--- src/verilog/bwt_map.vh ---
// Register offsets, field positions, reset values and timing counts of the bypass timer
`ifndef BWT_MAP_VH
`define BWT_MAP_VH

`define BWT_ADDR_W          8
`define BWT_DATA_W          8

`define BWT_ADDR_CFG        8'hF2
`define BWT_ADDR_SEG_MASK   8'hF3
`define BWT_ADDR_CTRL       8'hF4
`define BWT_ADDR_IRQ_STAT   8'hF5
`define BWT_ADDR_IRQ_MASK   8'hF6
`define BWT_ADDR_REMAIN     8'hF8

`define BWT_CFG_CODE_MSB    2
`define BWT_CFG_CODE_LSB    0
`define BWT_CFG_EXP_BIT     7
`define BWT_CTRL_MODE_BIT   0
`define BWT_IRQ_EXPIRE_BIT  0
`define BWT_IRQ_LATE_BIT    1
`define BWT_IRQ_W           2

`define BWT_RST_CODE        3'h0
`define BWT_RST_SEG_MASK    8'h00
`define BWT_RST_MODE        1'b0
`define BWT_RST_IRQ_MASK    2'h0

`define BWT_CLK_PERIOD_NS   5
`define BWT_TICK_PERIOD_NS  1000000000
`define BWT_TICK_CYCLES     (`BWT_TICK_PERIOD_NS / `BWT_CLK_PERIOD_NS)
`define BWT_MAX_SECONDS     64

`endif

--- src/verilog/bwt_tick_gen.v ---
// One-second tick prescaler for the bypass timer
`timescale 1ns/10ps
module bwt_tick_gen #(
	parameter TICK_CYCLES = 200000000,
	parameter CNT_W       = 28
) (
	input  wire i_clk,
	input  wire i_rst,
	input  wire i_run,
	input  wire i_restart,
	output wire o_tick
);

	localparam integer     TICK_LAST_I = TICK_CYCLES - 1;
	localparam [CNT_W-1:0] TICK_LAST   = TICK_LAST_I[CNT_W-1:0];
	localparam [CNT_W-1:0] CNT_ONE     = {{(CNT_W-1){1'b0}}, 1'b1};

	reg [CNT_W-1:0] cnt;

	assign o_tick = i_run && !i_restart && (cnt == TICK_LAST);

	// Restart aligns the second boundary to the write, so a reload gives a full period
	always @(posedge i_clk)
	begin
		if (i_rst || i_restart || !i_run)
			cnt <= {CNT_W{1'b0}};
		else if (cnt == TICK_LAST)
			cnt <= {CNT_W{1'b0}};
		else
			cnt <= cnt + CNT_ONE;
	end

endmodule

--- src/verilog/bwt_timer.v ---
// Bypass watchdog timer: countdown, expiry flag, relay drive and register port
`timescale 1ns/10ps
`include "bwt_map.vh"
// What this block and its software must do
// [RULE1] Code zero expires; codes give 1..64 s; the code never expires a zero written while idle before the mode bit is set
// [RULE2] Timeout code field is write only
// [RULE3] Software rewrites nonzero code before expiry
// [RULE4] Expiry closes relays of masked segments
// [RULE5] Software rewrites within half the period
// [RULE6] Every code write reloads the countdown; the code ignores a write in the running cycle after the mode bit drops
// [RULE7] Bits three to six do nothing
// [RULE8] Top bit reads expired, clears leaving mode
// [RULE9] Each mask bit selects one segment
// [RULE10] Prescaled one-second tick; reset clears flag
module bwt_timer #(
	parameter NUM_SEG     = 2,
	parameter TICK_CYCLES = `BWT_TICK_CYCLES,
	parameter TICK_CNT_W  = 28
) (
	input  wire                    i_clk,
	input  wire                    i_rst,
	input  wire [`BWT_ADDR_W-1:0]  i_addr,
	input  wire [`BWT_DATA_W-1:0]  i_wdata,
	input  wire                    i_wr,
	input  wire                    i_rd,
	output reg  [`BWT_DATA_W-1:0]  o_rdata,
	output reg  [NUM_SEG-1:0]      o_relay_close,
	output wire                    o_expired,
	output wire                    o_irq
);

	localparam ST_IDLE    = 3'b001;
	localparam ST_RUN     = 3'b010;
	localparam ST_EXPIRED = 3'b100;

	localparam [6:0] CNT_ZERO = 7'h00;
	localparam [6:0] CNT_ONE  = 7'h01;
	localparam [7:0] SEG_RST  = `BWT_RST_SEG_MASK;

	// Seconds selected by a code: zero, then powers of two up to the maximum
	function [6:0] bwt_period;
		input [2:0] code;
		begin
			if (code == 3'h0)
				bwt_period = CNT_ZERO;
			else
				bwt_period = CNT_ONE << (code - 3'h1);
		end
	endfunction

	reg [2:0]                state;
	reg [2:0]                next_state;
	reg [6:0]                count;
	reg [6:0]                next_count;
	reg [NUM_SEG-1:0]        seg_mask;
	reg                      mode;
	reg [`BWT_IRQ_W-1:0]     irq_stat;
	reg [`BWT_IRQ_W-1:0]     irq_mask;
	reg [`BWT_IRQ_W-1:0]     next_irq_stat;
	reg [`BWT_DATA_W-1:0]    next_rdata;
	reg                      expire_evt;

	wire cfg_wr  = i_wr && (i_addr == `BWT_ADDR_CFG);
	wire mask_wr = i_wr && (i_addr == `BWT_ADDR_SEG_MASK);
	wire ctrl_wr = i_wr && (i_addr == `BWT_ADDR_CTRL);
	wire imsk_wr = i_wr && (i_addr == `BWT_ADDR_IRQ_MASK);
	wire stat_rd = i_rd && (i_addr == `BWT_ADDR_IRQ_STAT);
	wire tick;

	bwt_tick_gen #(
		.TICK_CYCLES (TICK_CYCLES),
		.CNT_W       (TICK_CNT_W)
	) u_tick (
		.i_clk     (i_clk),
		.i_rst     (i_rst),
		.i_run     (state == ST_RUN),
		.i_restart (cfg_wr),
		.o_tick    (tick)                                   // [RULE10]
	);

	assign o_expired = (state == ST_EXPIRED);
	assign o_irq     = |(irq_stat & irq_mask);

	// Countdown state machine
	always @*
	begin
		next_state = state;
		next_count = count;
		expire_evt = 1'b0;
		case (state)
			ST_IDLE:
			begin
				if (cfg_wr)
				begin
					next_count = bwt_period(i_wdata[`BWT_CFG_CODE_MSB:`BWT_CFG_CODE_LSB]); // [RULE6]
					if (mode)
						next_state = ST_RUN;
				end
				else if (mode && (count != CNT_ZERO))
					next_state = ST_RUN;
			end
			ST_RUN:
			begin
				if (!mode)
					next_state = ST_IDLE;
				else if (cfg_wr)
					next_count = bwt_period(i_wdata[`BWT_CFG_CODE_MSB:`BWT_CFG_CODE_LSB]); // [RULE6]
				else if (count == CNT_ZERO)
				begin
					next_state = ST_EXPIRED;                     // [RULE1]
					expire_evt = 1'b1;
				end
				else if (tick)
					next_count = count - CNT_ONE;                // [RULE10]
			end
			ST_EXPIRED:
			begin
				// A late rewrite reloads the count but cannot undo the bypass
				if (!mode)
					next_state = ST_IDLE;                        // [RULE8]
				if (cfg_wr)
					next_count = bwt_period(i_wdata[`BWT_CFG_CODE_MSB:`BWT_CFG_CODE_LSB]); // [RULE6]
			end
			default:
			begin
				next_state = ST_IDLE;
				next_count = CNT_ZERO;
			end
		endcase
	end

	// A nonzero code written while idle only arms the timer; counting starts in timer mode
	always @(posedge i_clk)
	begin
		if (i_rst)
		begin
			state <= ST_IDLE;                                    // [RULE10]
			count <= CNT_ZERO;
		end
		else
		begin
			state <= next_state;
			count <= next_count;
		end
	end

	// Configuration registers; the code is not kept, it only reloads the countdown
	always @(posedge i_clk)
	begin
		if (i_rst)
		begin
			seg_mask <= SEG_RST[NUM_SEG-1:0];
			mode     <= `BWT_RST_MODE;
			irq_mask <= `BWT_RST_IRQ_MASK;
		end
		else
		begin
			if (mask_wr)
				seg_mask <= i_wdata[NUM_SEG-1:0];                // [RULE9]
			if (ctrl_wr)
				mode <= i_wdata[`BWT_CTRL_MODE_BIT];
			if (imsk_wr)
				irq_mask <= i_wdata[`BWT_IRQ_W-1:0];
		end
	end

	// Relays only ever close on expiry; released when timer mode is left
	always @(posedge i_clk)
	begin
		if (i_rst)
			o_relay_close <= {NUM_SEG{1'b0}};
		else if (state == ST_IDLE)
			o_relay_close <= {NUM_SEG{1'b0}};
		else if (expire_evt)
			o_relay_close <= o_relay_close | seg_mask;           // [RULE4] [RULE9]
	end

	// Sticky events; a set in the clearing cycle survives the read
	always @*
	begin
		next_irq_stat = irq_stat;
		if (stat_rd)
			next_irq_stat = {`BWT_IRQ_W{1'b0}};
		if (expire_evt)
			next_irq_stat[`BWT_IRQ_EXPIRE_BIT] = 1'b1;
		if (cfg_wr && (state == ST_EXPIRED))
			next_irq_stat[`BWT_IRQ_LATE_BIT] = 1'b1;
	end

	always @(posedge i_clk)
	begin
		if (i_rst)
			irq_stat <= {`BWT_IRQ_W{1'b0}};
		else
			irq_stat <= next_irq_stat;
	end

	// Read mux; write-only and unused bits read as zero
	always @*
	begin
		next_rdata = {`BWT_DATA_W{1'b0}};
		if (i_rd)
		begin
			case (i_addr)
				`BWT_ADDR_CFG:
					next_rdata[`BWT_CFG_EXP_BIT] = o_expired;    // [RULE2] [RULE7] [RULE8]
				`BWT_ADDR_SEG_MASK:
					next_rdata[NUM_SEG-1:0] = seg_mask;
				`BWT_ADDR_CTRL:
					next_rdata[`BWT_CTRL_MODE_BIT] = mode;
				`BWT_ADDR_IRQ_STAT:
					next_rdata[`BWT_IRQ_W-1:0] = irq_stat;
				`BWT_ADDR_IRQ_MASK:
					next_rdata[`BWT_IRQ_W-1:0] = irq_mask;
				`BWT_ADDR_REMAIN:
					next_rdata[6:0] = count;
				default:
					next_rdata = {`BWT_DATA_W{1'b0}};
			endcase
		end
	end

	// Read data stand for exactly one cycle after the strobe
	always @(posedge i_clk)
	begin
		if (i_rst)
			o_rdata <= {`BWT_DATA_W{1'b0}};
		else
			o_rdata <= next_rdata;
	end

endmodule

--- config.mk ---
export PLATFORM = sky130hd
export DESIGN_NAME = bwt_timer
export DESIGN_NICKNAME = d
export VERILOG_FILES = /design/src/verilog/bwt_tick_gen.v /design/src/verilog/bwt_timer.v
export VERILOG_INCLUDE_DIRS = /design/src /design/src/verilog
export SDC_FILE = /design/constraint.sdc
export NUM_CORES = 1
export LEC_CHECK = 0
export BUFFER_PORTS_ARGS = -buffer_cell sky130_fd_sc_hd__buf_4
export CORE_MARGIN = 1
export CORE_UTILIZATION = 25
export DETAILED_ROUTE_END_ITERATION = 8
export PLACE_DENSITY = 0.41
export SLEW_MARGIN = 15
export SYNTH_ARGS = -nofsm -noshare
export SYNTH_HDL_FRONTEND = slang
export SYNTH_SLANG_ARGS = --single-unit
export TNS_END_PERCENT = 5
--- constraint.sdc ---
create_clock -name i_clk -period 2.8 [get_ports i_clk]
set_clock_uncertainty 0.2 [all_clocks]
set_input_delay 0 -clock i_clk [delete_from_list [all_inputs] [get_ports i_clk]]
set_output_delay 0 -clock i_clk [all_outputs]
set_load 0.05 [all_outputs]
======== Yosys cells after proc, flatten, opt, wreduce, memory -nomap -nowiden ========
Index checks and enable logic that the tools add are counted.
cells by class
  add/sub/neg operators ................... 3
  eq/ne operators ......................... 19
  shift operators ......................... 1
  mux-type cells .......................... 24
  bitwise gates (word level) .............. 5
  reduce and logical (&&, ||, !) cells .... 27
operators by type and width
  cell                                                                   number
  8-bit equality test, second input constant                             6
  7-bit two-way mux                                                      6
  28-bit by 1-bit adder with 28-bit output, second input constant        1
  28-bit equality test, second input constant                            1
  3-bit two-way mux                                                      7
  3-bit inequality test, second input constant                           6
  7-bit one-hot mux with 2 select lines                                  1
  2-bit OR reduction                                                     5
  1-bit logical AND                                                      9
  3-bit one-hot mux with 3 select lines                                  1
  7-bit zero test                                                        1
  7-bit nonzero test                                                     1
  1-bit by 3-bit left shift with 7-bit output, first input constant      1
  7-bit by 1-bit subtractor with 7-bit output, second input constant     1
  1-bit two-way mux                                                      6
  3-bit OR reduction                                                     2
  1-bit one-hot mux with 5 select lines                                  1
  5-bit AND reduction                                                    1
  2-bit inequality test, second input constant                           2
  1-bit one-hot mux with 4 select lines                                  1
  4-bit AND reduction                                                    1
  2-bit nonzero test                                                     2
  3-bit by 1-bit equality test with 1-bit output, second input constant  1
  3-bit by 2-bit equality test with 1-bit output, second input constant  1
  10 further kinds                                                       14
word-level totals
  bits in registers ....................... 55
  output and inout port bits .............. 12
  logic and storage cells ................. 91

======== Depth between registers and ports, before layout ========
Gate-level depths: netlist (run 1).
  word-level depth ........................ 10
  depth in mapped cells ................... 9
  mapped depth without buffers ............ 7

======== By module ========
From an unflattened synthesis (run 1), not the netlist that was laid out.
unflattened totals
  cell total of the unflattened synthesis .. 320
  area, all modules ....................... 2790.2 um^2
modules (own cells, without submodules)
  module        times used  cells an instance  area an instance (um^2)  seq. area each (um^2)
  bwt_timer     1           158                1397.6                   540.5
  bwt_tick_gen  1           162                1392.6                   560.5

======== Least setup slack after synthesis (run 1) ========
Ideal clock, no wire load.
  path type ............................... reg2reg
  from .................................... register u_tick.cnt[0]
  to ...................................... register u_tick.cnt[10]
  setup time .............................. 0.115 ns
  data arrival time ....................... 1.666 ns
  slack ................................... 0.819 ns
  cell stages (with the launch flop) ...... 10
  cell sequence ........................... dfxtp_1 -> ha_1 -> nand2_1 -> or3_1 -> buf_6 -> nor3_4 -> or3_1 -> buf_4 -> buf_6 -> nor2_1
between the ends
  word-level cells in the longest chain between the ends .. 2
  elaborated cells between the ends (all ways) .. 3
ends and longest elaborated chain
  element                                                                           RTL line           source
  start: declaration                                                                bwt_tick_gen.v:18  reg [CNT_W-1:0] cnt;
  start signal: assignment                                                          bwt_tick_gen.v:26  cnt <= {CNT_W{1'b0}};
  start signal: assignment                                                          bwt_tick_gen.v:28  cnt <= {CNT_W{1'b0}};
  start signal: assignment                                                          bwt_tick_gen.v:30  cnt <= cnt + CNT_ONE;
  branches (longest 2 deep; another with 28-bit by 1-bit adder with 28-bit output)  --
Several ways; the timed one is not identified.
A chain may end at the register's enable or synchronous reset.

======== Worst setup path in the final report (run 1) ========
  from .................................... register state[1]
  to ...................................... register count[4]
between the ends
  word-level cells in the longest chain between the ends .. 5
  elaborated cells between the ends (all ways) .. 12
ends and longest elaborated chain
  element                                         RTL line           source
  start: declaration                              bwt_timer.v:51     reg [2:0] state;
  start signal: assignment                        bwt_timer.v:142    state <= next_state;
  3-bit by 2-bit equality test with 1-bit output  --
  1-bit logical AND (2 in a row)                  bwt_tick_gen.v:20  assign o_tick = i_run && !i_restart && (cnt == TICK_LAST);
  3-bit inequality test (no line)                 --
  4-bit AND reduction (no line)                   --
  end signal: assignment                          bwt_timer.v:143    count <= next_count;
  end: declaration                                bwt_timer.v:53     reg [6:0] count;
Several ways; a longest one is shown, not always the timed one.

==> report_table.html, run 1 <==
<table>
<tr><th>Metric</th><th>Value</th></tr>
<tr><th colspan="2">Power and ir drop</th></tr>
<tr><td>Leakage dissipation</td><td>1.18 nW</td></tr>
<tr><td>Logic pwr share</td><td>5.0%</td></tr>
<tr><td>Internal Pwr Total</td><td>0.991 mW</td></tr>
<tr><td>Portion of total power attributed to the clock network</td><td>34.6%</td></tr>
<tr><td>Proportion of total power due to net switching</td><td>23.4%</td></tr>
<tr><td>VDD IR max</td><td>0.000217 V</td></tr>
<tr><td>Power Total</td><td>1.29 mW</td></tr>
<tr><td>Flop pwr share</td><td>60.4%</td></tr>
<tr><td>Switching power</td><td>0.303 mW</td></tr>
<tr><td>Areal power density over the cells</td><td>396 nW/µm²</td></tr>
<tr><th colspan="2">Finish</th></tr>
<tr><td>Ant. Diodes</td><td>0</td></tr>
<tr><td>Area Growth Syn to Fin</td><td>21.3%</td></tr>
<tr><td>Final Net Count</td><td>378</td></tr>
<tr><td>Area occupied by multi-input gates</td><td>1510 µm²</td></tr>
<tr><td>Area used by sequential logic in the layout</td><td>1100 µm²</td></tr>
<tr><td>Final cell area excluding filler cells</td><td>3270 µm²</td></tr>
<tr><td>FILL cells</td><td>1127</td></tr>
<tr><td>Layout cell share with drive strength beyond 1</td><td>12.4%</td></tr>
<tr><th colspan="2">Critical path</th></tr>
<tr><td>Maximum fanout along the worst path</td><td>10</td></tr>
<tr><td>Worst setup path category</td><td>reg2reg</td></tr>
<tr><td>Launching instance or port of the critical path</td><td>state[1]$_SDFFE_PP0P_</td></tr>
<tr><td>R2R Path End</td><td>count[4]$_SDFFE_PP0P_</td></tr>
<tr><td>FF-to-FF setup slack</td><td>0.18 ns</td></tr>
<tr><td>CP max-delay cell</td><td>dlygate4sd3_1</td></tr>
<tr><td>Startpoint type of the worst setup path</td><td>register</td></tr>
<tr><td>Required time worst endpoint</td><td>2.86 ns</td></tr>
<tr><td>CP peak stage delay</td><td>0.55 ns</td></tr>
<tr><td>Launch point of the worst reg-to-reg path</td><td>state[1]$_SDFFE_PP0P_</td></tr>
<tr><td>Kind of capture point of the worst setup path</td><td>register</td></tr>
<tr><td>Timing endpoint of the critical path</td><td>count[4]$_SDFFE_PP0P_</td></tr>
<tr><td>Depth of the worst register-to-register path</td><td>7</td></tr>
<tr><td>CP Data Arrival Time</td><td>2.68 ns</td></tr>
<tr><td>Critical path cell sequence</td><td>or3b_1 -&gt; nor2_1 -&gt; nor3_1 -&gt; a21oi_2 -&gt; nand2_1 -&gt; a21oi_1 -&gt; dlygate4sd3_1</td></tr>
<tr><th colspan="2">Global route</th></tr>
<tr><td>Vias in the first global route</td><td>2137</td></tr>
<tr><td>Largest net degree at the start of global routing</td><td>29</td></tr>
<tr><td>Global-route wire length before repair</td><td>10500 µm</td></tr>
<tr><td>Number of antenna violations at the first check in global routing</td><td>0</td></tr>
<tr><td>Global route total overflow</td><td>0</td></tr>
<tr><td>Global-route total usage across every layer</td><td>11.7%</td></tr>
<tr><th colspan="2">Synth</th></tr>
<tr><td>Cell count after synthesis</td><td>314</td></tr>
<tr><td>Async set or reset register ratio after synthesis</td><td>0%</td></tr>
<tr><td>Sequential fraction of the synthesis area</td><td>40.8%</td></tr>
<tr><td>Most common cell in the synthesized netlist</td><td>dfxtp_1</td></tr>
<tr><td>Dominant synthesized flop cell</td><td>dfxtp_1</td></tr>
<tr><td>Post-Syn Nets</td><td>338</td></tr>
<tr><td>Netlist area before placement</td><td>2700 µm²</td></tr>
<tr><td>Number of different library cells in the post-synthesis netlist</td><td>49</td></tr>
<tr><td>Register bit count reported by yosys</td><td>55</td></tr>
<tr><td>Cell types occupying the most area after synthesis</td><td>dfxtp_1 (41%), nor2_1 (7.2%), xor2_1 (6.5%), xnor2_1 (3.6%), a21oi_1 (3.2%)</td></tr>
<tr><td>Mean instance size in the synthesized netlist</td><td>8.60 µm²</td></tr>
<tr><td>Area leader, netlist</td><td>dfxtp_1</td></tr>
<tr><td>Post-synth EDFFs</td><td>0</td></tr>
<tr><td>Yosys top cell area share</td><td>40.8%</td></tr>
<tr><td>Commonest cells in the netlist</td><td>dfxtp_1 (55), nor2_1 (52), nand2_1 (22)</td></tr>
<tr><td>Yosys synthesis warning count</td><td>0</td></tr>
<tr><th colspan="2">Worst hold path</th></tr>
<tr><td>Hold Path Origin</td><td>i_addr[6]</td></tr>
<tr><td>Class of the tightest hold or removal check</td><td>in2reg</td></tr>
<tr><th colspan="2">Route</th></tr>
<tr><td>DRC errors left</td><td>0</td></tr>
<tr><td>DRC violation total after the first TritonRoute iteration</td><td>92</td></tr>
<tr><td>Routed wire length per instance</td><td>12.7 µm</td></tr>
<tr><td>Routed vias</td><td>2286</td></tr>
<tr><td>Detailed Route WL</td><td>6210 µm</td></tr>
<tr><td>Number of nets with antenna violations after routing</td><td>0</td></tr>
<tr><td>Post-detailed-route via-to-cell ratio</td><td>4.66</td></tr>
<tr><td>Detailed-routing iteration count for the pre-antenna-repair pass</td><td>4</td></tr>
<tr><th colspan="2">Floorplanning</th></tr>
<tr><td>Starting Density</td><td>25.9%</td></tr>
<tr><td>CORE AREA</td><td>10400 µm²</td></tr>
<tr><td>Die Area</td><td>11200 µm²</td></tr>
<tr><td>Num rows</td><td>37</td></tr>
<tr><td>Die width</td><td>106 µm</td></tr>
<tr><td>Number of top-level pins</td><td>32</td></tr>
<tr><td>Die span in y</td><td>106 µm</td></tr>
<tr><th colspan="2">Timing</th></tr>
<tr><td>Final number of hold-violating endpoints</td><td>0</td></tr>
<tr><td>Clock period minus worst slack</td><td>2.62 ns</td></tr>
<tr><td>Worst slew margin relative to its limit</td><td>52.3%</td></tr>
<tr><td>Least-Margin Pin Slew</td><td>0.706 ns</td></tr>
<tr><td>Max Slew Vio Count</td><td>0</td></tr>
<tr><td>Final Cycle Share</td><td>93.6%</td></tr>
<tr><td>Final count of negative-setup-slack endpoints</td><td>0</td></tr>
<tr><td>Final sum of negative setup slack</td><td>0 ns</td></tr>
<tr><td>Achievable Freq</td><td>382 MHz</td></tr>
<tr><td>Setup repair after global routing missed its margin</td><td>false</td></tr>
<tr><td>Minimum setup slack in the final design</td><td>0.180 ns</td></tr>
<tr><th colspan="2">Job</th></tr>
<tr><td>Count of maximum capacitance violations</td><td>0</td></tr>
<tr><th colspan="2">Place</th></tr>
<tr><td>Pre-CTS setup slack</td><td>0.525 ns</td></tr>
<tr><td>Count of input and output buffers</td><td>26</td></tr>
<tr><td>Global placer's final weighted congestion</td><td>0.761</td></tr>
<tr><td>Placed wire-length estimate</td><td>4260 µm</td></tr>
<tr><td>Placed instance area</td><td>3000 µm²</td></tr>
<tr><th colspan="2">Clocking</th></tr>
<tr><td>Skew-Pair Late Insertion Delay</td><td>0.31 ns</td></tr>
<tr><td>TritonCTS clock tree</td><td>yes</td></tr>
<tr><td>Number of buffers added for setup after CTS</td><td>0</td></tr>
<tr><td>Clock Sinks</td><td>55</td></tr>
<tr><td>Number of buffers created by CTS</td><td>5</td></tr>
<tr><td>Root Buffer</td><td>clkbuf_8</td></tr>
<tr><td>Maximum level of the CTS H-tree</td><td>2</td></tr>
<tr><td>Maximum root-to-sink buffer count</td><td>2</td></tr>
<tr><td>Worst-path clk slew</td><td>0.10 ns</td></tr>
<tr><th colspan="2">Outcome</th></tr>
<tr><td>Result of the run</td><td>completed</td></tr>
</table>
==> layer usage <==
| metal | track usage, % | part of all wire [%] |
|---|---|---|
| met3 | 3.56 | 5.4 |
| met5 | 0 | 0 |
| met2 | 17.3 | 43 |
| met1 | 16.4 | 51 |
| met4 | 3.27 | 0.84 |
==> power by group through the flow <==
stage | registers, mW | logic (mW) | clock network, mW
final | 0.782 | 0.0642 | 0.448
after floorplan | 0.800 | 0.0255 | 0
after global routing | 0.782 | 0.0708 | 0.504
after CTS | 0.782 | 0.0647 | 0.470
after global placement | 0.800 | 0.0522 | 0
after detailed placement | 0.800 | 0.0522 | 0
==> layout by cell type (no fill, tap or decap), drive strengths merged, types with 2 or more instances in the layout <==
master,count
a21oi,18
inv,5
nor2,52
nand2b,4
nor3b,7
nand2,23
nor2b,2
o21ai,8
dlygate4sd3,18
and2,7
o22ai,2
or3b,2
buf,28
mux2i,3
a21o,2
nor3,11
and4b,2
nor4b,5
xnor2,11
clkbuf,6
nor4,3
nand3,17
and4,3
a22oi,3
nand3b,2
nand4,7
or3,4
dfxtp,55
ha,4
a211oi,3
and3,6
xor2,20
==> flip-flops by register name (all words and copies together), names as in the netlist, 2 cells and up <==
name and flops:
irq_stat 2, irq_mask 2, seg_mask 2, state 3, count 7, o_relay_close 2
u_tick.cnt 28, o_rdata 8
==> how the worst min path moves through the flow <==
stage	end	slack [ns]	cells after the start
3_3_place_gp	seg_mask[1]$_SDFFE_PP0P_	0.14	3
3_5_place_dp	seg_mask[1]$_SDFFE_PP0P_	0.14	3
4_1_cts	o_rdata[1]$_SDFF_PP0_	0.07	5
5_1_grt	o_rdata[1]$_SDFF_PP0_	0.14	5
2_1_floorplan	seg_mask[1]$_SDFFE_PP0P_	-0.04	2
6_report	o_rdata[1]$_SDFF_PP0_	0.1	5
==> critical path: cells and delay by family, from the launching register on <==
kind,cells,cell delay [ns]
AND/OR/NAND/NOR,4,0.78
flip-flops,1,0.54
buffers and inverters,1,0.55
AO/OA/AOI/OAI,2,0.50
==> through the flow <==
| stage | instances | hold WS (ns) | utilization [%] |
|---|---|---|---|
| after floorplan | 314 | -0.0368 | - |
| after global placement | 465 | 0.136 | 28.8 |
| after CTS | 491 | 0.0733 | 31.3 |
| after global routing | 491 | 0.138 | 31.4 |
| after detailed placement | 465 | 0.136 | 28.8 |
| final | 491 | 0.0961 | 31.4 |
==> logic make-up after synthesis <==
family | after synthesis | synth area share (%)
simple gates | 160 | 32.4
buf+inv | 18 | 3.75
fa+ha+maj | 4 | 1.85
xor+xnor | 31 | 10.1
flops | 55 | 40.8
compound gates | 42 | 9.60
mux | 4 | 1.53
==> final cells by class <==
type / instances / area share, %
Timing Repair Buffer: 46 / 11.9
Multi-Input combinational cell: 241 / 46.1
Sequential cell: 55 / 33.6
Tap cell: 136 / 5.20
Inverter: 5 / 0.573
Clock inverter: 2 / 0.382
Clock buffer: 6 / 2.22
==> what timing repair did <==
item                                    in CTS  in global routing
endpoints found under the setup margin       0                  1
hold buffers                                18                  0
gates resized for setup                      0                  2
hold endpoints to repair                    20                  0
Power figures use the tool's default switching activity.
==> inputs of run 2 (changes only) <==
--- a/config.mk
+++ b/config.mk
@@ -8,9 +8,9 @@
 export LEC_CHECK = 0
 export BUFFER_PORTS_ARGS = -buffer_cell sky130_fd_sc_hd__buf_4
 export CORE_MARGIN = 1
-export CORE_UTILIZATION = 25
+export CORE_UTILIZATION = 45
 export DETAILED_ROUTE_END_ITERATION = 8
-export PLACE_DENSITY = 0.41
+export PLACE_DENSITY = 0.64
 export SLEW_MARGIN = 15
 export SYNTH_ARGS = -nofsm -noshare
 export SYNTH_HDL_FRONTEND = slang
==> run 2 against run 1 <==
Net effect:
- routed wire length decreased by 11%
- utilization increased by 25 points
- sequential share of layout area increased by 0.95 points
- worst setup slack improved by 0.10 ns
- global-route usage increased by 7.6 points
==> report_table.html, run 2 (same netlist as run 1, synthesis figures left out) <==
<table>
<tr><th>Metric</th><th>Value</th></tr>
<tr><th colspan="2">Global route</th></tr>
<tr><td>Global-route wire length before repair</td><td>9530 µm (was 10500 µm)</td></tr>
<tr><td>Largest net degree at the start of global routing</td><td>29 (unchanged)</td></tr>
<tr><td>Vias in the first global route</td><td>2076 (was 2137)</td></tr>
<tr><td>Global route total overflow</td><td>0 (unchanged)</td></tr>
<tr><td>Global-route total usage across every layer</td><td>19.3% (was 11.7%)</td></tr>
<tr><td>Number of antenna violations at the first check in global routing</td><td>0 (unchanged)</td></tr>
<tr><th colspan="2">Power and ir drop</th></tr>
<tr><td>Switching power</td><td>0.318 mW (was 0.303 mW)</td></tr>
<tr><td>VDD IR max</td><td>0.000231 V (was 0.000217 V)</td></tr>
<tr><td>Areal power density over the cells</td><td>414 nW/µm² (was 396 nW/µm²)</td></tr>
<tr><td>Internal Pwr Total</td><td>1.00 mW (was 0.991 mW)</td></tr>
<tr><td>Proportion of total power due to net switching</td><td>24.1% (was 23.4%)</td></tr>
<tr><td>Portion of total power attributed to the clock network</td><td>35.9% (was 34.6%)</td></tr>
<tr><td>Power Total</td><td>1.32 mW (was 1.29 mW)</td></tr>
<tr><td>Leakage dissipation</td><td>1.19 nW (was 1.18 nW)</td></tr>
<tr><td>Logic pwr share</td><td>4.8% (was 5.0%)</td></tr>
<tr><td>Flop pwr share</td><td>59.3% (was 60.4%)</td></tr>
<tr><th colspan="2">Route</th></tr>
<tr><td>Detailed Route WL</td><td>5540 µm (was 6210 µm)</td></tr>
<tr><td>DRC errors left</td><td>0 (unchanged)</td></tr>
<tr><td>Routed vias</td><td>2257 (was 2286)</td></tr>
<tr><td>Post-detailed-route via-to-cell ratio</td><td>5.30 (was 4.66)</td></tr>
<tr><td>DRC violation total after the first TritonRoute iteration</td><td>152 (was 92)</td></tr>
<tr><td>Detailed-routing iteration count for the pre-antenna-repair pass</td><td>4 (unchanged)</td></tr>
<tr><td>Number of nets with antenna violations after routing</td><td>0 (unchanged)</td></tr>
<tr><td>Routed wire length per instance</td><td>13.0 µm (was 12.7 µm)</td></tr>
<tr><th colspan="2">Critical path</th></tr>
<tr><td>Maximum fanout along the worst path</td><td>7 (was 10)</td></tr>
<tr><td>Startpoint type of the worst setup path</td><td>input port (was register)</td></tr>
<tr><td>CP peak stage delay</td><td>0.61 ns (was 0.55 ns)</td></tr>
<tr><td>Launch point of the worst reg-to-reg path</td><td>u_tick.cnt[0]$_SDFF_PP0_ (was state[1]$_SDFFE_PP0P_)</td></tr>
<tr><td>CP max-delay cell</td><td>dlygate4sd3_1 (unchanged)</td></tr>
<tr><td>Launching instance or port of the critical path</td><td>i_addr[0] (was state[1]$_SDFFE_PP0P_)</td></tr>
<tr><td>Critical path cell sequence</td><td>dlygate4sd3_1 -&gt; buf_4 -&gt; nor4b_2 -&gt; dlygate4sd3_1 -&gt; nand2_1 -&gt; dlygate4sd3_1 -&gt; nor4_1 (was or3b_1 -&gt; nor2_1 -&gt; nor3_1 -&gt; a21oi_2 -&gt; nand2_1 -&gt; a21oi_1 -&gt; dlygate4sd3_1)</td></tr>
<tr><td>FF-to-FF setup slack</td><td>0.55 ns (was 0.18 ns)</td></tr>
<tr><td>Top delay family on crit path</td><td>buffers and inverters (was simple AND/OR/NAND/NOR gates)</td></tr>
<tr><td>Worst setup path category</td><td>in2reg (was reg2reg)</td></tr>
<tr><td>Crit-path most repeated cell</td><td>dlygate4sd3_1</td></tr>
<tr><td>Crit path buf inv count</td><td>4 (was 1)</td></tr>
<tr><td>CP Data Arrival Time</td><td>2.54 ns (was 2.68 ns)</td></tr>
<tr><td>Kind of capture point of the worst setup path</td><td>register (unchanged)</td></tr>
<tr><td>Required time worst endpoint</td><td>2.82 ns (was 2.86 ns)</td></tr>
<tr><th colspan="2">Timing</th></tr>
<tr><td>Final count of negative-setup-slack endpoints</td><td>0 (unchanged)</td></tr>
<tr><td>Final Cycle Share</td><td>90.0% (was 93.6%)</td></tr>
<tr><td>Max Slew Vio Count</td><td>0 (unchanged)</td></tr>
<tr><td>Least-Margin Pin Slew</td><td>0.738 ns (was 0.706 ns)</td></tr>
<tr><td>Setup repair after global routing missed its margin</td><td>false (unchanged)</td></tr>
<tr><td>Hold_ws</td><td>0.0975 ns (was 0.0961 ns)</td></tr>
<tr><td>Clock period minus worst slack</td><td>2.52 ns (was 2.62 ns)</td></tr>
<tr><td>Final number of hold-violating endpoints</td><td>0 (unchanged)</td></tr>
<tr><td>Worst slew margin relative to its limit</td><td>50.1% (was 52.3%)</td></tr>
<tr><td>Final sum of negative setup slack</td><td>0 ns (unchanged)</td></tr>
<tr><td>Achievable Freq</td><td>397 MHz (was 382 MHz)</td></tr>
<tr><th colspan="2">Clocking</th></tr>
<tr><td>Number of buffers added for setup after CTS</td><td>0 (unchanged)</td></tr>
<tr><td>Worst-path clk slew</td><td>0.10 ns (about the same)</td></tr>
<tr><td>Root Buffer</td><td>clkbuf_8 (unchanged)</td></tr>
<tr><td>Clock Sinks</td><td>55 (unchanged)</td></tr>
<tr><td>Number of buffers created by CTS</td><td>5 (unchanged)</td></tr>
<tr><td>Maximum root-to-sink buffer count</td><td>2 (unchanged)</td></tr>
<tr><td>Skew-Pair Late Insertion Delay</td><td>0.32 ns (was 0.31 ns)</td></tr>
<tr><td>TritonCTS clock tree</td><td>yes (unchanged)</td></tr>
<tr><td>Maximum level of the CTS H-tree</td><td>2 (unchanged)</td></tr>
<tr><th colspan="2">Floorplanning</th></tr>
<tr><td>Die span in y</td><td>79.4 µm (was 106 µm)</td></tr>
<tr><td>Number of top-level pins</td><td>32 (unchanged)</td></tr>
<tr><td>Num rows</td><td>27 (was 37)</td></tr>
<tr><td>Die Area</td><td>6310 µm² (was 11200 µm²)</td></tr>
<tr><td>Starting Density</td><td>47.8% (was 25.9%)</td></tr>
<tr><td>CORE AREA</td><td>5640 µm² (was 10400 µm²)</td></tr>
<tr><td>Die width</td><td>79.4 µm (was 106 µm)</td></tr>
<tr><th colspan="2">Worst hold path</th></tr>
<tr><td>Class of the tightest hold or removal check</td><td>in2reg (unchanged)</td></tr>
<tr><td>Hold Path Origin</td><td>i_addr[2] (was i_addr[6])</td></tr>
<tr><th colspan="2">Finish</th></tr>
<tr><td>Top library cells by usage in the layout, fill and taps aside</td><td>dfxtp_1 (55), nor2_1 (52), buf_4 (28), nand2_1 (22), xor2_1 (20) (unchanged)</td></tr>
<tr><td>Largest register FFs</td><td>28 (unchanged)</td></tr>
<tr><td>Most common cell after layout, fill and taps aside</td><td>dfxtp_1 (unchanged)</td></tr>
<tr><td>Register bank with the most flops</td><td>u_tick.cnt (unchanged)</td></tr>
<tr><td>Area Growth Syn to Fin</td><td>17.9% (was 21.3%)</td></tr>
<tr><td>FILL cells</td><td>506 (was 1127)</td></tr>
<tr><td>Final Net Count</td><td>377 (was 378)</td></tr>
<tr><td>Registers with the highest flip-flop counts</td><td>u_tick.cnt (28), o_rdata (8), count (7) (unchanged)</td></tr>
<tr><td>Ant. Diodes</td><td>0 (unchanged)</td></tr>
<tr><td>Layout cell share with drive strength beyond 1</td><td>12.1% (was 12.4%)</td></tr>
<tr><th colspan="2">Place</th></tr>
<tr><td>Global placer's final weighted congestion</td><td>0.809 (was 0.761)</td></tr>
<tr><td>Placed wire-length estimate</td><td>3790 µm (was 4260 µm)</td></tr>
<tr><td>Count of input and output buffers</td><td>26 (unchanged)</td></tr>
<tr><th colspan="2">Outcome</th></tr>
<tr><td>Result of the run</td><td>completed (unchanged)</td></tr>
<tr><th colspan="2">Job</th></tr>
<tr><td>Count of maximum capacitance violations</td><td>0 (unchanged)</td></tr>
</table>
-- run 2: power by group through the flow --
stage	combinational, mW	clock, mW	sequential [mW]
after global placement	0.0500	0	0.800
after floorplan	0.0255	0	0.800
after CTS	0.0618	0.486	0.782
final	0.0628	0.474	0.782
after global routing	0.0682	0.525	0.783
after detailed placement	0.0506	0	0.800
-- run 2: metal layers --
metal	share of wire [%]	routed length [µm]	GRT usage, %	vias to the layer above
met4	1.2	65	6.73	0
met2	44	2450	30.1	45
met5	0	0	0	-
met1	50	2790	26.3	1032
li1	-	-	-	1175
met3	4.1	229	3.89	5
-- run 2: worst min-delay path, stage by stage --
cell and delay, ns:
buf_4 0.14, and4b_1 0.21, nand2_1 0.10, a21oi_1 0.06, nor2_1 0.07
-- run 2: repair_timing --
| action | CTS | global route |
|---|---|---|
| gates resized for setup | 0 | 0 |
| endpoints found under the hold margin | 21 | 0 |
| hold buffers | 17 | 0 |
-- run 2: area by class of cell --
class	instances	area (µm²)	share of cell area, %
multi-input combinational	241	1500	47.0
sequential	55	1100	34.6
timing repair buffer	45	380	11.9
tap	72	90.1	2.83
clock buffer	5	68.8	2.16
clock inverter	3	27.5	0.865
inverter	5	18.8	0.590
-- run 2: path summary, 6_finish.rpt --
kind,endpoint,cells past startpoint
min,irq_stat[0]$_SDFFE_PP0P_,5
max,o_rdata[7]$_SDFF_PP0_,7
max reg2reg,u_tick.cnt[21]$_SDFF_PP0_,7
min reg2reg,u_tick.cnt[0]$_SDFF_PP0_,1
-- run 2: through the flow --
| step | instance area, µm² | setup slack [ns] | cells | util, % |
|---|---|---|---|---|
| finish | 3180 | 0.281 | 426 | 56.4 |
| global route | 3180 | 0.159 | 426 | 56.4 |
| CTS | 3180 | 0.275 | 426 | 56.4 |
| detailed placement | 2920 | 0.539 | 401 | 51.7 |
| global placement | 2920 | 0.554 | 401 | 51.7 |
| floorplan | 2700 | 0.819 | 314 | - |
==> inputs of run 3 (changes only) <==
--- a/config.mk
+++ b/config.mk
@@ -10,7 +10,7 @@
 export CORE_MARGIN = 1
 export CORE_UTILIZATION = 45
 export DETAILED_ROUTE_END_ITERATION = 8
-export PLACE_DENSITY = 0.64
+export PLACE_DENSITY_LB_ADDON = 0.1
 export SLEW_MARGIN = 15
 export SYNTH_ARGS = -nofsm -noshare
 export SYNTH_HDL_FRONTEND = slang
==> run 3 against run 2 <==
Net effect:
- count of clock-buffer cells in the layout unchanged
- non-clock buffer count increased by 2
- final cell count increased by 0.47%
- flip-flop and latch count unchanged
- hold slack improved by 0.020 ns
- combinational power increased by 3%
- critical path depth unchanged
- global-route usage increased by 0.52 points
- utilization increased by 0.27 points
- clock power decreased by 4.4%
- sequential share of layout area decreased by 0.16 points
- critical path type unchanged
- largest cell class unchanged
==> report_table.html, run 3 (same netlist as run 1, synthesis figures left out) <==
<table>
<tr><th>Metric</th><th>Value</th></tr>
<tr><th colspan="2">Outcome</th></tr>
<tr><td>Result of the run</td><td>completed (unchanged)</td></tr>
<tr><th colspan="2">Clocking</th></tr>
<tr><td>TritonCTS clock tree</td><td>yes (unchanged)</td></tr>
<tr><td>Skew-Pair Late Insertion Delay</td><td>0.31 ns (was 0.32 ns)</td></tr>
<tr><td>Clock Sinks</td><td>55 (unchanged)</td></tr>
<tr><td>Worst-path clk slew</td><td>0.10 ns (about the same)</td></tr>
<tr><td>Number of buffers added for setup after CTS</td><td>0 (unchanged)</td></tr>
<tr><td>Root Buffer</td><td>clkbuf_8 (unchanged)</td></tr>
<tr><td>Maximum root-to-sink buffer count</td><td>2 (unchanged)</td></tr>
<tr><td>Number of buffers created by CTS</td><td>5 (unchanged)</td></tr>
<tr><td>Maximum level of the CTS H-tree</td><td>2 (unchanged)</td></tr>
<tr><th colspan="2">Finish</th></tr>
<tr><td>Largest register FFs</td><td>28 (unchanged)</td></tr>
<tr><td>Area Growth Syn to Fin</td><td>18.5% (was 17.9%)</td></tr>
<tr><td>Ant. Diodes</td><td>0 (unchanged)</td></tr>
<tr><td>Most common cell after layout, fill and taps aside</td><td>dfxtp_1 (unchanged)</td></tr>
<tr><td>Layout cell share with drive strength beyond 1</td><td>12.1% (about the same)</td></tr>
<tr><td>Final Net Count</td><td>379 (was 377)</td></tr>
<tr><td>Registers with the highest flip-flop counts</td><td>u_tick.cnt (28), o_rdata (8), count (7) (unchanged)</td></tr>
<tr><td>Register bank with the most flops</td><td>u_tick.cnt (unchanged)</td></tr>
<tr><td>Top library cells by usage in the layout, fill and taps aside</td><td>dfxtp_1 (55), nor2_1 (52), buf_4 (28), nand2_1 (22), xor2_1 (20) (unchanged)</td></tr>
<tr><th colspan="2">Route</th></tr>
<tr><td>Detailed Route WL</td><td>5660 µm (was 5540 µm)</td></tr>
<tr><td>Routed vias</td><td>2326 (was 2257)</td></tr>
<tr><td>Routed wire length per instance</td><td>13.2 µm (was 13.0 µm)</td></tr>
<tr><td>DRC violation total after the first TritonRoute iteration</td><td>97 (was 152)</td></tr>
<tr><td>Post-detailed-route via-to-cell ratio</td><td>5.43 (was 5.30)</td></tr>
<tr><td>Number of nets with antenna violations after routing</td><td>0 (unchanged)</td></tr>
<tr><td>Detailed-routing iteration count for the pre-antenna-repair pass</td><td>5 (was 4)</td></tr>
<tr><td>DRC errors left</td><td>0 (unchanged)</td></tr>
<tr><th colspan="2">Place</th></tr>
<tr><td>Count of input and output buffers</td><td>26 (unchanged)</td></tr>
<tr><td>Pre-CTS setup slack</td><td>0.532 ns (was 0.539 ns)</td></tr>
<tr><td>Placed wire-length estimate</td><td>3820 µm (was 3790 µm)</td></tr>
<tr><td>Global placer's final weighted congestion</td><td>0.801 (was 0.809)</td></tr>
<tr><th colspan="2">Power and ir drop</th></tr>
<tr><td>Switching power</td><td>0.304 mW (was 0.318 mW)</td></tr>
<tr><td>Logic pwr share</td><td>5.0% (was 4.8%)</td></tr>
<tr><td>Internal Pwr Total</td><td>0.995 mW (was 1.00 mW)</td></tr>
<tr><td>Proportion of total power due to net switching</td><td>23.4% (was 24.1%)</td></tr>
<tr><td>Areal power density over the cells</td><td>406 nW/µm² (was 414 nW/µm²)</td></tr>
<tr><td>Portion of total power attributed to the clock network</td><td>34.8% (was 35.9%)</td></tr>
<tr><td>VDD IR max</td><td>0.000250 V (was 0.000231 V)</td></tr>
<tr><td>Flop pwr share</td><td>60.2% (was 59.3%)</td></tr>
<tr><td>Leakage dissipation</td><td>1.19 nW (about the same)</td></tr>
<tr><th colspan="2">Critical path</th></tr>
<tr><td>Depth of the worst register-to-register path</td><td>7 (unchanged)</td></tr>
<tr><td>Launch point of the worst reg-to-reg path</td><td>u_tick.cnt[0]$_SDFF_PP0_ (unchanged)</td></tr>
<tr><td>Maximum fanout along the worst path</td><td>4 (was 7)</td></tr>
<tr><td>R2R Path End</td><td>count[5]$_SDFFE_PP0P_ (was u_tick.cnt[21]$_SDFF_PP0_)</td></tr>
<tr><td>Startpoint type of the worst setup path</td><td>input port (unchanged)</td></tr>
<tr><td>CP Data Arrival Time</td><td>2.56 ns (was 2.54 ns)</td></tr>
<tr><td>Kind of capture point of the worst setup path</td><td>register (unchanged)</td></tr>
<tr><td>FF-to-FF setup slack</td><td>0.52 ns (was 0.55 ns)</td></tr>
<tr><td>Worst setup path category</td><td>in2reg (unchanged)</td></tr>
<tr><td>Required time worst endpoint</td><td>2.86 ns (was 2.82 ns)</td></tr>
<tr><th colspan="2">Floorplanning</th></tr>
<tr><td>CORE AREA</td><td>5640 µm² (unchanged)</td></tr>
<tr><td>Num rows</td><td>27 (unchanged)</td></tr>
<tr><td>Number of top-level pins</td><td>32 (unchanged)</td></tr>
<tr><td>Die span in y</td><td>79.4 µm (unchanged)</td></tr>
<tr><td>Die Area</td><td>6310 µm² (unchanged)</td></tr>
<tr><td>Starting Density</td><td>47.8% (unchanged)</td></tr>
<tr><td>Die width</td><td>79.4 µm (unchanged)</td></tr>
<tr><th colspan="2">Timing</th></tr>
<tr><td>Final Cycle Share</td><td>89.4% (was 90.0%)</td></tr>
<tr><td>Final number of hold-violating endpoints</td><td>0 (unchanged)</td></tr>
<tr><td>Achievable Freq</td><td>399 MHz (was 397 MHz)</td></tr>
<tr><td>Worst slew margin relative to its limit</td><td>49.8% (was 50.1%)</td></tr>
<tr><td>Minimum setup slack in the final design</td><td>0.296 ns (was 0.281 ns)</td></tr>
<tr><td>Setup repair after global routing missed its margin</td><td>false (unchanged)</td></tr>
<tr><td>Final count of negative-setup-slack endpoints</td><td>0 (unchanged)</td></tr>
<tr><td>Max Slew Vio Count</td><td>0 (unchanged)</td></tr>
<tr><td>Final sum of negative setup slack</td><td>0 ns (unchanged)</td></tr>
<tr><td>Clock period minus worst slack</td><td>2.50 ns (was 2.52 ns)</td></tr>
<tr><td>Least-Margin Pin Slew</td><td>0.742 ns (was 0.738 ns)</td></tr>
<tr><th colspan="2">Global route</th></tr>
<tr><td>Global-route total usage across every layer</td><td>19.8% (was 19.3%)</td></tr>
<tr><td>Number of antenna violations at the first check in global routing</td><td>0 (unchanged)</td></tr>
<tr><td>Global route total overflow</td><td>0 (unchanged)</td></tr>
<tr><td>Largest net degree at the start of global routing</td><td>29 (unchanged)</td></tr>
<tr><td>Global-route wire length before repair</td><td>9960 µm (was 9530 µm)</td></tr>
<tr><td>Vias in the first global route</td><td>2218 (was 2076)</td></tr>
<tr><th colspan="2">Worst hold path</th></tr>
<tr><td>Hold depth</td><td>5 (unchanged)</td></tr>
<tr><td>Hold Crit Endpoint</td><td>count[0]$_SDFFE_PP0P_ (was irq_stat[0]$_SDFFE_PP0P_)</td></tr>
<tr><td>Class of the tightest hold or removal check</td><td>in2reg (unchanged)</td></tr>
<tr><td>Hold Path Origin</td><td>i_wdata[2] (was i_addr[2])</td></tr>
<tr><th colspan="2">Job</th></tr>
<tr><td>Count of maximum capacitance violations</td><td>0 (unchanged)</td></tr>
</table>
run 3: cell types whose count changed in the layout (fill, tap and decap cells not counted):
cell,before,now
clkinv_2,0,1
dlygate4sd3_1,17,19
clkinv_4,0,1
inv_8,1,0
clkinvlp_4,1,0
run 3: worst max-delay path by stage:
| stage | startpoint | to | slack, ns | cells after the start |
|---|---|---|---|---|
| after global placement | u_tick.cnt[0]$_SDFF_PP0_ | count[5]$_SDFFE_PP0P_ | 0.55 | 7 |
| final | i_addr[4] | o_rdata[1]$_SDFF_PP0_ | 0.30 | 7 |
| after floorplan | u_tick.cnt[0]$_SDFF_PP0_ | u_tick.cnt[10]$_SDFF_PP0_ | 0.82 | 9 |
| after detailed placement | u_tick.cnt[0]$_SDFF_PP0_ | u_tick.cnt[4]$_SDFF_PP0_ | 0.53 | 7 |
| after global routing | i_addr[4] | o_rdata[1]$_SDFF_PP0_ | 0.16 | 7 |
| after CTS | i_addr[0] | o_rdata[7]$_SDFF_PP0_ | 0.37 | 7 |
run 3: power groups by stage:
stage / Clock [mW] / Combinational [mW] / Sequential, mW
2_1_floorplan: 0 / 0.0255 / 0.800
3_3_place_gp: 0 / 0.0507 / 0.800
3_5_place_dp: 0 / 0.0510 / 0.800
4_1_cts: 0.465 / 0.0633 / 0.782
5_1_grt: 0.498 / 0.0710 / 0.782
6_report: 0.453 / 0.0647 / 0.782
run 3: metrics by stage:
| step | power, mW | cell area [µm²] | cells | hold slack [ns] | util (%) |
|---|---|---|---|---|---|
| 2_1_floorplan | 0.826 | 2700 | 314 | -0.0368 | - |
| 3_3_place_gp | 0.851 | 2920 | 401 | 0.122 | 51.7 |
| 3_5_place_dp | 0.851 | 2920 | 401 | 0.125 | 51.7 |
| 4_1_cts | 1.31 | 3200 | 428 | 0.107 | 56.7 |
| 5_1_grt | 1.35 | 3200 | 428 | 0.143 | 56.7 |
| 6_report | 1.30 | 3200 | 428 | 0.118 | 56.7 |
run 3: what timing repair did:
item                                   CTS  global route
gates resized for setup                  0             0
endpoints found under the hold margin   20             0
hold buffers                            19             0
run 3: layout make-up:
type | instances | area, µm²
Tap cell | 72 | 90.1
Fill cell | 533 | 2440
Multi-Input combinational cell | 241 | 1500
Clock inverter | 3 | 22.5
Timing Repair Buffer | 47 | 400
Sequential cell | 55 | 1100
Clock buffer | 5 | 68.8
Inverter | 5 | 18.8
run 3: worst max-delay path: stages:
cell and delay, ns:
dlygate4sd3_1 0.53, buf_4 0.10, nand4_1 0.12, nor4b_1 0.69, nand3_1 0.15, a2111oi_0 0.37
dlygate4sd3_1 0.60
run 3: metal layers:
| metal | global-route usage (%) | part of all wire [%] | up-vias |
|---|---|---|---|
| met5 | 0 | 0 | - |
| met3 | 3.31 | 3.0 | 7 |
| met4 | 8.00 | 1.2 | 0 |
| met1 | 26.1 | 50 | 1096 |
| met2 | 32.0 | 46 | 45 |
| li1 | - | - | 1178 |
